<file path="src/common/rftxf_pkg.sv">
//==============================================================================
// Behaviour
// crc_result_low reads low CRC byte at 0Dh, valid only when checksum_done_flag is one.
// crc_result_high reads high CRC byte at 0Eh, valid only when checksum_done_flag is one.
// for 8-bit CRC the high result byte is undefined; host must not rely on it.
// receive_bit_offset bits 6..4 place first received bit; later bits fill higher positions.
// offset 111 puts first bit at position 7, second at next byte position 0.
// receive_bit_offset clears to zero automatically when a reception completes.
// final_byte_bit_count bits 2..0 is bits sent of last byte; 000 sends all.
// final_byte_bit_count clears to zero automatically after transmission finishes.
// modulator_input_select bits 6..5: 00 low, 01 high, 10 encoder, 11 reserved.
// force_full_depth_keying bit 4 gives 100 % keying regardless of modulation conductance.
// second_driver_invert bit 3 makes driver b output the inverted carrier.
// second_driver_plain_carrier bit 2 set gives unmodulated carrier on driver b.
// second_driver_rf_on bit 1 set gives modulated carrier on driver b, else constant.
// first_driver_rf_on bit 0 set gives modulated carrier on driver a, else constant.
// carrier_conductance_value bits 5..0 set drive conductance of both antenna outputs.
// modulation_conductance_value bits 5..0 set conductance applied while modulating.
// host keeps bits 7..6 of both conductance registers at their reset value.
// transmit_control reads 48h after reset.
// bit_frame_adjust reads 00h after reset.
// reading CRC result bytes has no side effect on coprocessor or flags.
//==============================================================================
package rftxf_pkg;

  // ==========================================================================
  // register offsets
  localparam logic [7:0] CRC_RESULT_LOW_ADDR      = 8'h0D;
  localparam logic [7:0] CRC_RESULT_HIGH_ADDR     = 8'h0E;
  localparam logic [7:0] BIT_FRAME_ADJUST_ADDR    = 8'h0F;
  localparam logic [7:0] TRANSMIT_CONTROL_ADDR    = 8'h11;
  localparam logic [7:0] CARRIER_CONDUCTANCE_ADDR = 8'h12;
  localparam logic [7:0] MOD_CONDUCTANCE_ADDR     = 8'h13;

  // ==========================================================================
  // reset values
  localparam logic [7:0] BIT_FRAME_ADJUST_RESET    = 8'h00;
  localparam logic [7:0] TRANSMIT_CONTROL_RESET    = 8'h48;
  localparam logic [7:0] CARRIER_CONDUCTANCE_RESET = 8'h3F;
  localparam logic [7:0] MOD_CONDUCTANCE_RESET     = 8'h05;
  localparam logic [7:0] UNMAPPED_READ_VALUE       = 8'h00;

  // ==========================================================================
  // field positions
  localparam int RX_OFFSET_LSB     = 4;
  localparam int RX_OFFSET_MSB     = 6;
  localparam int TX_LAST_LSB       = 0;
  localparam int TX_LAST_MSB       = 2;
  localparam int MOD_SELECT_LSB    = 5;
  localparam int MOD_SELECT_MSB    = 6;
  localparam int FORCE_FULL_BIT    = 4;
  localparam int B_INVERT_BIT      = 3;
  localparam int B_PLAIN_BIT       = 2;
  localparam int B_RF_ON_BIT       = 1;
  localparam int A_RF_ON_BIT       = 0;
  localparam int CONDUCTANCE_MSB   = 5;
  localparam logic [7:0] BIT_FRAME_USED_MASK = 8'h77;

  // ==========================================================================
  // modulator input sources
  typedef enum logic [1:0] {
    MOD_SRC_LOW      = 2'h0,
    MOD_SRC_HIGH     = 2'h1,
    MOD_SRC_ENCODER  = 2'h2,
    MOD_SRC_RESERVED = 2'h3
  } rftxf_mod_src_type;

  // level held by a driver whose rf output is off
  localparam logic DRIVER_IDLE_LEVEL = 1'b0;

endpackage

</file>
<file path="src/design/rftxf_registers.sv">
`timescale 1ns/1ps
module rftxf_registers
  import rftxf_pkg::*;
#(
  parameter int ADDR_WIDTH = 8,
  parameter int CONDUCTANCE_WIDTH = 6
)
(
  // clock and reset
  input  wire logic                         clk_sys,
  input  wire logic                         arst_n,
  // parallel register port
  input  wire logic [ADDR_WIDTH-1:0]        regAddr,
  input  wire logic                         regWrite,
  input  wire logic                         regRead,
  input  wire logic [7:0]                   regWriteData,
  output logic      [7:0]                   regReadData,
  // crc coprocessor
  input  wire logic [15:0]                  crcResult,
  input  wire logic                         checksumDoneFlag,
  // framer
  input  wire logic                         receptionDone,
  input  wire logic                         transmissionDone,
  output logic      [2:0]                   receiveBitOffset,
  output logic      [2:0]                   finalByteBitCount,
  // encoder and carrier
  input  wire logic                         encoderOutput,
  input  wire logic                         carrierClock,
  // antenna drivers
  output logic                              modulatorInput,
  output logic                              forceFullDepthKeying,
  output logic                              antennaDriverA,
  output logic                              antennaDriverB,
  output logic      [CONDUCTANCE_WIDTH-1:0] conductanceDriverA,
  output logic      [CONDUCTANCE_WIDTH-1:0] conductanceDriverB
);

  // ==========================================================================
  // elaboration checks
  if (ADDR_WIDTH < 5 || ADDR_WIDTH > 8)
  begin : gAddrCheck
    $error("ADDR_WIDTH must lie between 5 and 8");
  end
  if (CONDUCTANCE_WIDTH != CONDUCTANCE_MSB + 1)
  begin : gCondCheck
    $error("CONDUCTANCE_WIDTH must match the conductance field");
  end

  // ==========================================================================
  // address decode
  logic [7:0] fullAddr;
  logic       hitLow;
  logic       hitHigh;
  logic       hitFrame;
  logic       hitControl;
  logic       hitCarrier;
  logic       hitMod;

  // a narrow address bus is zero-extended before decode
  assign fullAddr   = 8'(regAddr);
  assign hitLow     = (fullAddr == CRC_RESULT_LOW_ADDR);
  assign hitHigh    = (fullAddr == CRC_RESULT_HIGH_ADDR);
  assign hitFrame   = (fullAddr == BIT_FRAME_ADJUST_ADDR);
  assign hitControl = (fullAddr == TRANSMIT_CONTROL_ADDR);
  assign hitCarrier = (fullAddr == CARRIER_CONDUCTANCE_ADDR);
  assign hitMod     = (fullAddr == MOD_CONDUCTANCE_ADDR);

  // ==========================================================================
  // register state
  logic [7:0] bitFrameAdjust;
  logic [7:0] transmitControl;
  logic [7:0] carrierDriveConductance;
  logic [7:0] modulationDriveConductance;
  logic [7:0] next_bitFrameAdjust;
  logic [7:0] next_transmitControl;
  logic [7:0] next_carrierDriveConductance;
  logic [7:0] next_modulationDriveConductance;

  always_comb
  begin
    next_bitFrameAdjust             = bitFrameAdjust;
    next_transmitControl            = transmitControl;
    next_carrierDriveConductance    = carrierDriveConductance;
    next_modulationDriveConductance = modulationDriveConductance;
    // framer completions clear their fields; a host write in the same cycle wins
    if (receptionDone)
    begin
      next_bitFrameAdjust[RX_OFFSET_MSB:RX_OFFSET_LSB] = 3'h0;
    end
    if (transmissionDone)
    begin
      next_bitFrameAdjust[TX_LAST_MSB:TX_LAST_LSB] = 3'h0;
    end
    // reserved bits 7 and 3 always read back as zero
    if (regWrite && hitFrame)
    begin
      next_bitFrameAdjust = regWriteData & BIT_FRAME_USED_MASK;
    end
    // bit 7 is stored as written; software keeps it at zero
    if (regWrite && hitControl)
    begin
      next_transmitControl = regWriteData;
    end
    // upper bits stored as written; software keeps them at reset value
    if (regWrite && hitCarrier)
    begin
      next_carrierDriveConductance = regWriteData;
    end
    if (regWrite && hitMod)
    begin
      next_modulationDriveConductance = regWriteData;
    end
  end

  always_ff @(posedge clk_sys or negedge arst_n)
  begin
    if (!arst_n)
    begin
      bitFrameAdjust             <= BIT_FRAME_ADJUST_RESET;
      transmitControl            <= TRANSMIT_CONTROL_RESET;
      carrierDriveConductance    <= CARRIER_CONDUCTANCE_RESET;
      modulationDriveConductance <= MOD_CONDUCTANCE_RESET;
    end
    else
    begin
      bitFrameAdjust             <= next_bitFrameAdjust;
      transmitControl            <= next_transmitControl;
      carrierDriveConductance    <= next_carrierDriveConductance;
      modulationDriveConductance <= next_modulationDriveConductance;
    end
  end

  // ==========================================================================
  // read path
  logic [7:0] readValue;
  logic [7:0] next_regReadData;

  always_comb
  begin
    // unmapped addresses read as zero
    readValue = UNMAPPED_READ_VALUE;
    // crc bytes are plain views: reading never touches the coprocessor
    if (hitLow)
    begin
      readValue = crcResult[7:0];
    end
    else if (hitHigh)
    begin
      readValue = crcResult[15:8];
    end
    else if (hitFrame)
    begin
      readValue = bitFrameAdjust;
    end
    else if (hitControl)
    begin
      readValue = transmitControl;
    end
    else if (hitCarrier)
    begin
      readValue = carrierDriveConductance;
    end
    else if (hitMod)
    begin
      readValue = modulationDriveConductance;
    end
    // a read and a write in one cycle return the old register value
    next_regReadData = regReadData;
    if (regRead)
    begin
      next_regReadData = readValue;
    end
  end

  always_ff @(posedge clk_sys or negedge arst_n)
  begin
    if (!arst_n)
    begin
      regReadData <= UNMAPPED_READ_VALUE;
    end
    else
    begin
      regReadData <= next_regReadData;
    end
  end

  // ==========================================================================
  // transmitter control decode
  rftxf_mod_src_type modSelect;
  logic              forceFull;
  logic              bInvert;
  logic              bPlain;
  logic              bRfOn;
  logic              aRfOn;

  assign modSelect = rftxf_mod_src_type'(transmitControl[MOD_SELECT_MSB:MOD_SELECT_LSB]);
  assign forceFull = transmitControl[FORCE_FULL_BIT];
  assign bInvert   = transmitControl[B_INVERT_BIT];
  assign bPlain    = transmitControl[B_PLAIN_BIT];
  assign bRfOn     = transmitControl[B_RF_ON_BIT];
  assign aRfOn     = transmitControl[A_RF_ON_BIT];

  // ==========================================================================
  // driver stage
  logic                         modSource;
  logic                         carrierB;
  logic                         next_modulatorInput;
  logic                         next_forceFullDepthKeying;
  logic                         next_antennaDriverA;
  logic                         next_antennaDriverB;
  logic [2:0]                   next_receiveBitOffset;
  logic [2:0]                   next_finalByteBitCount;
  logic [CONDUCTANCE_WIDTH-1:0] next_conductanceDriverA;
  logic [CONDUCTANCE_WIDTH-1:0] next_conductanceDriverB;
  logic [CONDUCTANCE_WIDTH-1:0] carrierConductanceValue;
  logic [CONDUCTANCE_WIDTH-1:0] modulationConductanceValue;

  // only the low six bits reach the drivers
  assign carrierConductanceValue    = carrierDriveConductance[CONDUCTANCE_MSB:0];
  assign modulationConductanceValue = modulationDriveConductance[CONDUCTANCE_MSB:0];

  always_comb
  begin
    unique case (modSelect)
      MOD_SRC_LOW:      modSource = 1'b0;
      MOD_SRC_HIGH:     modSource = 1'b1;
      MOD_SRC_ENCODER:  modSource = encoderOutput;
      // reserved code keeps the modulator quiet
      MOD_SRC_RESERVED: modSource = 1'b0;
    endcase
    // inversion acts on the carrier before any keying
    carrierB = carrierClock ^ bInvert;
    next_modulatorInput       = modSource;
    next_forceFullDepthKeying = forceFull;
    // driver a: carrier keyed by modulation, or held constant when off
    next_antennaDriverA     = DRIVER_IDLE_LEVEL;
    next_conductanceDriverA = carrierConductanceValue;
    if (aRfOn)
    begin
      next_antennaDriverA = carrierClock;
      if (modSource)
      begin
        next_conductanceDriverA = modulationConductanceValue;
        if (forceFull)
        begin
          // full-depth keying removes the carrier while modulating
          next_antennaDriverA = DRIVER_IDLE_LEVEL;
        end
      end
    end
    // driver b: like a, but a plain carrier ignores the modulation
    next_antennaDriverB     = DRIVER_IDLE_LEVEL;
    next_conductanceDriverB = carrierConductanceValue;
    if (bRfOn)
    begin
      next_antennaDriverB = carrierB;
      if (modSource && !bPlain)
      begin
        next_conductanceDriverB = modulationConductanceValue;
        if (forceFull)
        begin
          next_antennaDriverB = DRIVER_IDLE_LEVEL;
        end
      end
    end
    // framer alignment and last-byte length
    next_receiveBitOffset  = bitFrameAdjust[RX_OFFSET_MSB:RX_OFFSET_LSB];
    next_finalByteBitCount = bitFrameAdjust[TX_LAST_MSB:TX_LAST_LSB];
  end

  always_ff @(posedge clk_sys or negedge arst_n)
  begin
    if (!arst_n)
    begin
      modulatorInput       <= 1'b0;
      forceFullDepthKeying <= 1'b0;
      antennaDriverA       <= DRIVER_IDLE_LEVEL;
      antennaDriverB       <= DRIVER_IDLE_LEVEL;
      conductanceDriverA   <= CARRIER_CONDUCTANCE_RESET[CONDUCTANCE_MSB:0];
      conductanceDriverB   <= CARRIER_CONDUCTANCE_RESET[CONDUCTANCE_MSB:0];
      receiveBitOffset     <= 3'h0;
      finalByteBitCount    <= 3'h0;
    end
    else
    begin
      // every driver output lags its inputs by one clock
      modulatorInput       <= next_modulatorInput;
      forceFullDepthKeying <= next_forceFullDepthKeying;
      antennaDriverA       <= next_antennaDriverA;
      antennaDriverB       <= next_antennaDriverB;
      conductanceDriverA   <= next_conductanceDriverA;
      conductanceDriverB   <= next_conductanceDriverB;
      receiveBitOffset     <= next_receiveBitOffset;
      finalByteBitCount    <= next_finalByteBitCount;
    end
  end

  // checksumDoneFlag only qualifies the crc bytes for software; no logic here
  logic unusedDone;
  assign unusedDone = checksumDoneFlag;

endmodule

</file>
<file path="config.mk">
export PLATFORM = sky130hd
export DESIGN_NAME = rftxf_registers
export DESIGN_NICKNAME = d
export VERILOG_FILES = /design/src/common/rftxf_pkg.sv /design/src/design/rftxf_registers.sv
export SDC_FILE = /design/constraint.sdc
export NUM_CORES = 1
export LEC_CHECK = 0
export BUFFER_PORTS_ARGS = -buffer_cell sky130_fd_sc_hd__buf_4
export CAP_MARGIN = 20
export CORE_ASPECT_RATIO = 0.9
export CORE_MARGIN = 5
export CORE_UTILIZATION = 53
export DETAILED_ROUTE_END_ITERATION = 8
export PLACE_DENSITY_LB_ADDON = 0.25
export SYNTH_ARGS = -nofsm -noshare
export SYNTH_HDL_FRONTEND = slang
export SYNTH_SLANG_ARGS = --single-unit
</file>
<file path="constraint.sdc">
create_clock -name clk_sys -period 2.2 [get_ports clk_sys]
set_input_delay 0.22 -clock clk_sys [delete_from_list [all_inputs] [get_ports clk_sys]]
set_output_delay 0.22 -clock clk_sys [all_outputs]
set_load 0.05 [all_outputs]
</file>
==> flow_metrics.py <==
metrics = {
    "final_layout": {
        "fillerInstances": 415,
        "drive_above_1_share_pct": 49.84,
        "area_growth_pct": 29.44,
        "fin_cells": 374,
        "antenna_cells": 0,
        "final_nets": 344,
    },
    "sta": {
        "rsz0062_at_grt": "false",
        "final-hold-violation-count": 0,
        "fin_setup_tns_ps": 0,
        "layout_min_cycle_time_ps": 1825,
        "worstMarginPinSlew_ps": 733.2,
        "skew_ps": 10.58,
        "setup_viol": 0,
        "max-slew-margin-rel_pct": 51.12,
        "whs_ps": 116.2,
        "fmax_mhz": 547.9,
        "maxSlewViolCount": 0,
        "post-route-period-util_pct": 82.97,
    },
    "synth": {
        "synth_ff_type": "dfrtp_1",
        "ys_ff_latch": 60,
        "syn-instance-count": 226,
        "synth_edf_count": 0,
        "yosysTopAreaCellShare_pct": 34.27,
        "syn_nets": 268,
        "ys_warn_count": 0,
        "ys_async_sr_fraction_pct": 100.0,
        "synth_common_cells": "38 x dfrtp_1, 37 x mux2_2, 22 x dfstp_2",
        "synth_area_sq_mm": 0.002775,
        "synth_most_common_cell": "dfrtp_1",
        "yosysSeqAreaShare_pct": 55.09,
        "yosys-top-cells-area": "dfrtp_1 34%, dfstp_2 21%, mux2_2 15%, mux2i_1 4.7%, o21ai_0 2.7%",
        "netlist-cell-type-count": 30,
        "synth_largest_area_cell": "dfrtp_1",
        "avgSynthCellArea_sq_um": 12.28,
    },
    "power": {
        "leakage_uw": 0.001775,
        "power_switching_share_pct": 24.95,
        "power_density_mw_per_mm2": 679.4,
        "internal_power_uw": 1832,
        "pwr-share-comb_pct": 12.3,
        "seqPwrFrac_pct": 48.4,
        "pwr-share-clk_pct": 39.3,
        "vdd_drop_max_uv": 518.6,
        "switchingPower_uw": 608.8,
    },
    "critical_path": {
        "critPathKind": "input pin to flip-flop",
        "r2r-end": "conductanceDriverB[3]",
        "r2r_slack_ps": 400,
        "worst_setup_path_start_kind": "input pin",
        "end_kind": "flip-flop",
        "crit_end": "transmitControl[1]",
        "worstPathArrival_ps": 2040,
        "crit_path_start": "regAddr[3]",
        "worstReg2RegStart": "transmitControl[6]",
        "reg2reg_depth": 5,
        "crit_required_ps": 2420,
        "worstPathMaxFanout": 9,
    },
    "place": {
        "dp_hpwl_microns": 4494,
        "port_buffers": 69,
        "place_inst": 357,
        "globalplace.congestion": 0.7773,
    },
    "floorplanning": {
        "coreArea_sq_mm": 0.005161,
        "die_w_microns": 86.28,
        "rows": 25,
        "die_area_sq_mm": 0.006786,
        "initial_core_util_pct": 53.77,
        "dieHeight_microns": 78.65,
        "io_pins": 71,
    },
    "worst_hold_path": {
        "hold_path.class": "input pin to flip-flop",
    },
    "detailed_routing": {
        "drtAntennaViolNets": 0,
        "wirelength_microns": 6282,
        "wl_met2_microns": 3200,
        "vias": 2044,
        "wl_per_cell_microns": 16.80,
        "wl_met1_microns": 2615,
        "dr.first_iter.drc_count": 71,
        "met3_length_microns": 380,
        "dr.pass1.iters": 4,
        "routed.top_layer": "met4",
        "via_per_inst": 5.465,
        "drc": 0,
    },
    "clocking": {
        "clock-sinks": 60,
        "cts_buffers": 9,
        "post_cts_buffers": 0,
        "cts_root_buf": "clkbuf_8",
        "cts_buffer_depth": 2,
        "h-tree-depth": 3,
        "cts_tree": "built",
        "clock_latency_ps": 340,
        "path_clk_slew_ps": 60,
    },
    "grt": {
        "grt_use_total_pct": 20.43,
        "grt_pass1_vias": 2116,
        "grt_max_degree": 61,
        "grt_antenna_before_repair": 0,
        "grt_pass1_wl_microns": 10470,
        "gr-total-overflow": 0,
    },
    "outcome": {
        "status": "finished, final reports clean",
    },
    "job": {
        "drv_cap": 0,
    },
}
[per-stage QoR]
step           worst slack, ps  util, %  total power [uW]  area [sq um]
2_1_floorplan            273.9        -              1358          2775
3_3_place_gp             67.52    65.65              1495          3388
3_5_place_dp             39.60    65.65              1500          3388
4_1_cts                  373.5    69.60              2463          3592
5_1_grt                  339.2    69.60              2556          3592
6_report                 374.7    69.60              2441          3592
[worst max-delay path, stage by stage]
cell,delay [ps]
buf_4,110
or4b_1,540
or3_4,450
nor3_4,230
buf_12,150
mux2_2,330
[placed cells by master, fill, tap and decap left out, types with 2 or more instances in the layout]
cell and n:
mux2i_1 13, nor2b_1 2, o22ai_1 8, nor2_1 7
o311ai_0 2, nor2_8 2, inv_1 10, a21o_1 6
nand3_1 2, buf_4 74, nand2_1 11, dfrtp_1 38
clkbuf_8 10, o21ai_0 15, nor4_1 2, mux2_2 37
and3_1 2, dfstp_2 22, clkinv_2 3, o2bb2ai_1 6
a21oi_1 8, a22oi_1 8, nand2b_1 7
[kinds of logic (layout without fill, tap and decap cells)]
logic type / after synthesis / in the layout / share of synthesized area (%)
DFF: 60 / 60 / 55.09
xor gates and xnor gates: 1 / 1 / 0.3157
adders and majority gates: 1 / 1 / 0.4508
buffers and inverters: 21 / 102 / 3.021
and+or+nand+nor: 39 / 39 / 8.792
AOI/OAI and AO/OA: 54 / 54 / 12.62
muxes: 50 / 50 / 19.70
[registers in the layout, summed over array words and instances (netlist names)]
register	cells
finalByteBitCount	3
modulatorInput	1
conductanceDriverA	6
receiveBitOffset	3
antennaDriverA	1
forceFullDepthKeying	1
transmitControl	8
antennaDriverB	1
bitFrameAdjust	6
carrierDriveConductance	8
modulationDriveConductance	8
regReadData	8
conductanceDriverB	6
[routing by layer]
metal	vias to the layer above	track usage, %
met1	1002	25.53
met4	0	7.009
met5	-	0
met3	9	6.611
li1	970	-
met2	63	33.36
[what timing repair did]
item | 4_1_cts | 5_1_grt
endpoints found under the hold margin | 38 | 0
gates resized for setup | 0 | 0
hold buffers | 1 | 0
[power groups by stage]
| stage | combinational [uW] | sequential (uW) | clock (uW) |
|---|---|---|---|
| finish | 299 | 1180 | 960 |
| global placement | 296 | 1200 | 0 |
| global route | 324 | 1190 | 1040 |
| CTS | 303 | 1180 | 979 |
| floorplan | 98.9 | 1260 | 0 |
| detailed placement | 300 | 1200 | 0 |
[worst min path at each step]
stage / startpoint / end / cells after the start
after floorplan: arst_n / antennaDriverA / 0
after detailed placement: arst_n / bitFrameAdjust[2] / 1
after CTS: regWriteData[0] / bitFrameAdjust[0] / 3
after global placement: arst_n / regReadData[1] / 1
after global routing: regWriteData[7] / transmitControl[7] / 2
final: regWriteData[0] / bitFrameAdjust[0] / 3
[area by class of cell]
type | instances | area [sq um] | area share (%)
well taps | 67 | 83.83 | 2.334
inverters | 10 | 37.54 | 1.045
multi-input cells | 145 | 1162 | 32.36
flip-flops and latches | 60 | 1529 | 42.56
repair buffers | 76 | 585.6 | 16.30
clock inverters | 5 | 52.55 | 1.463
clock buffers | 11 | 141.4 | 3.936
(Power assumes the default switching activity.)
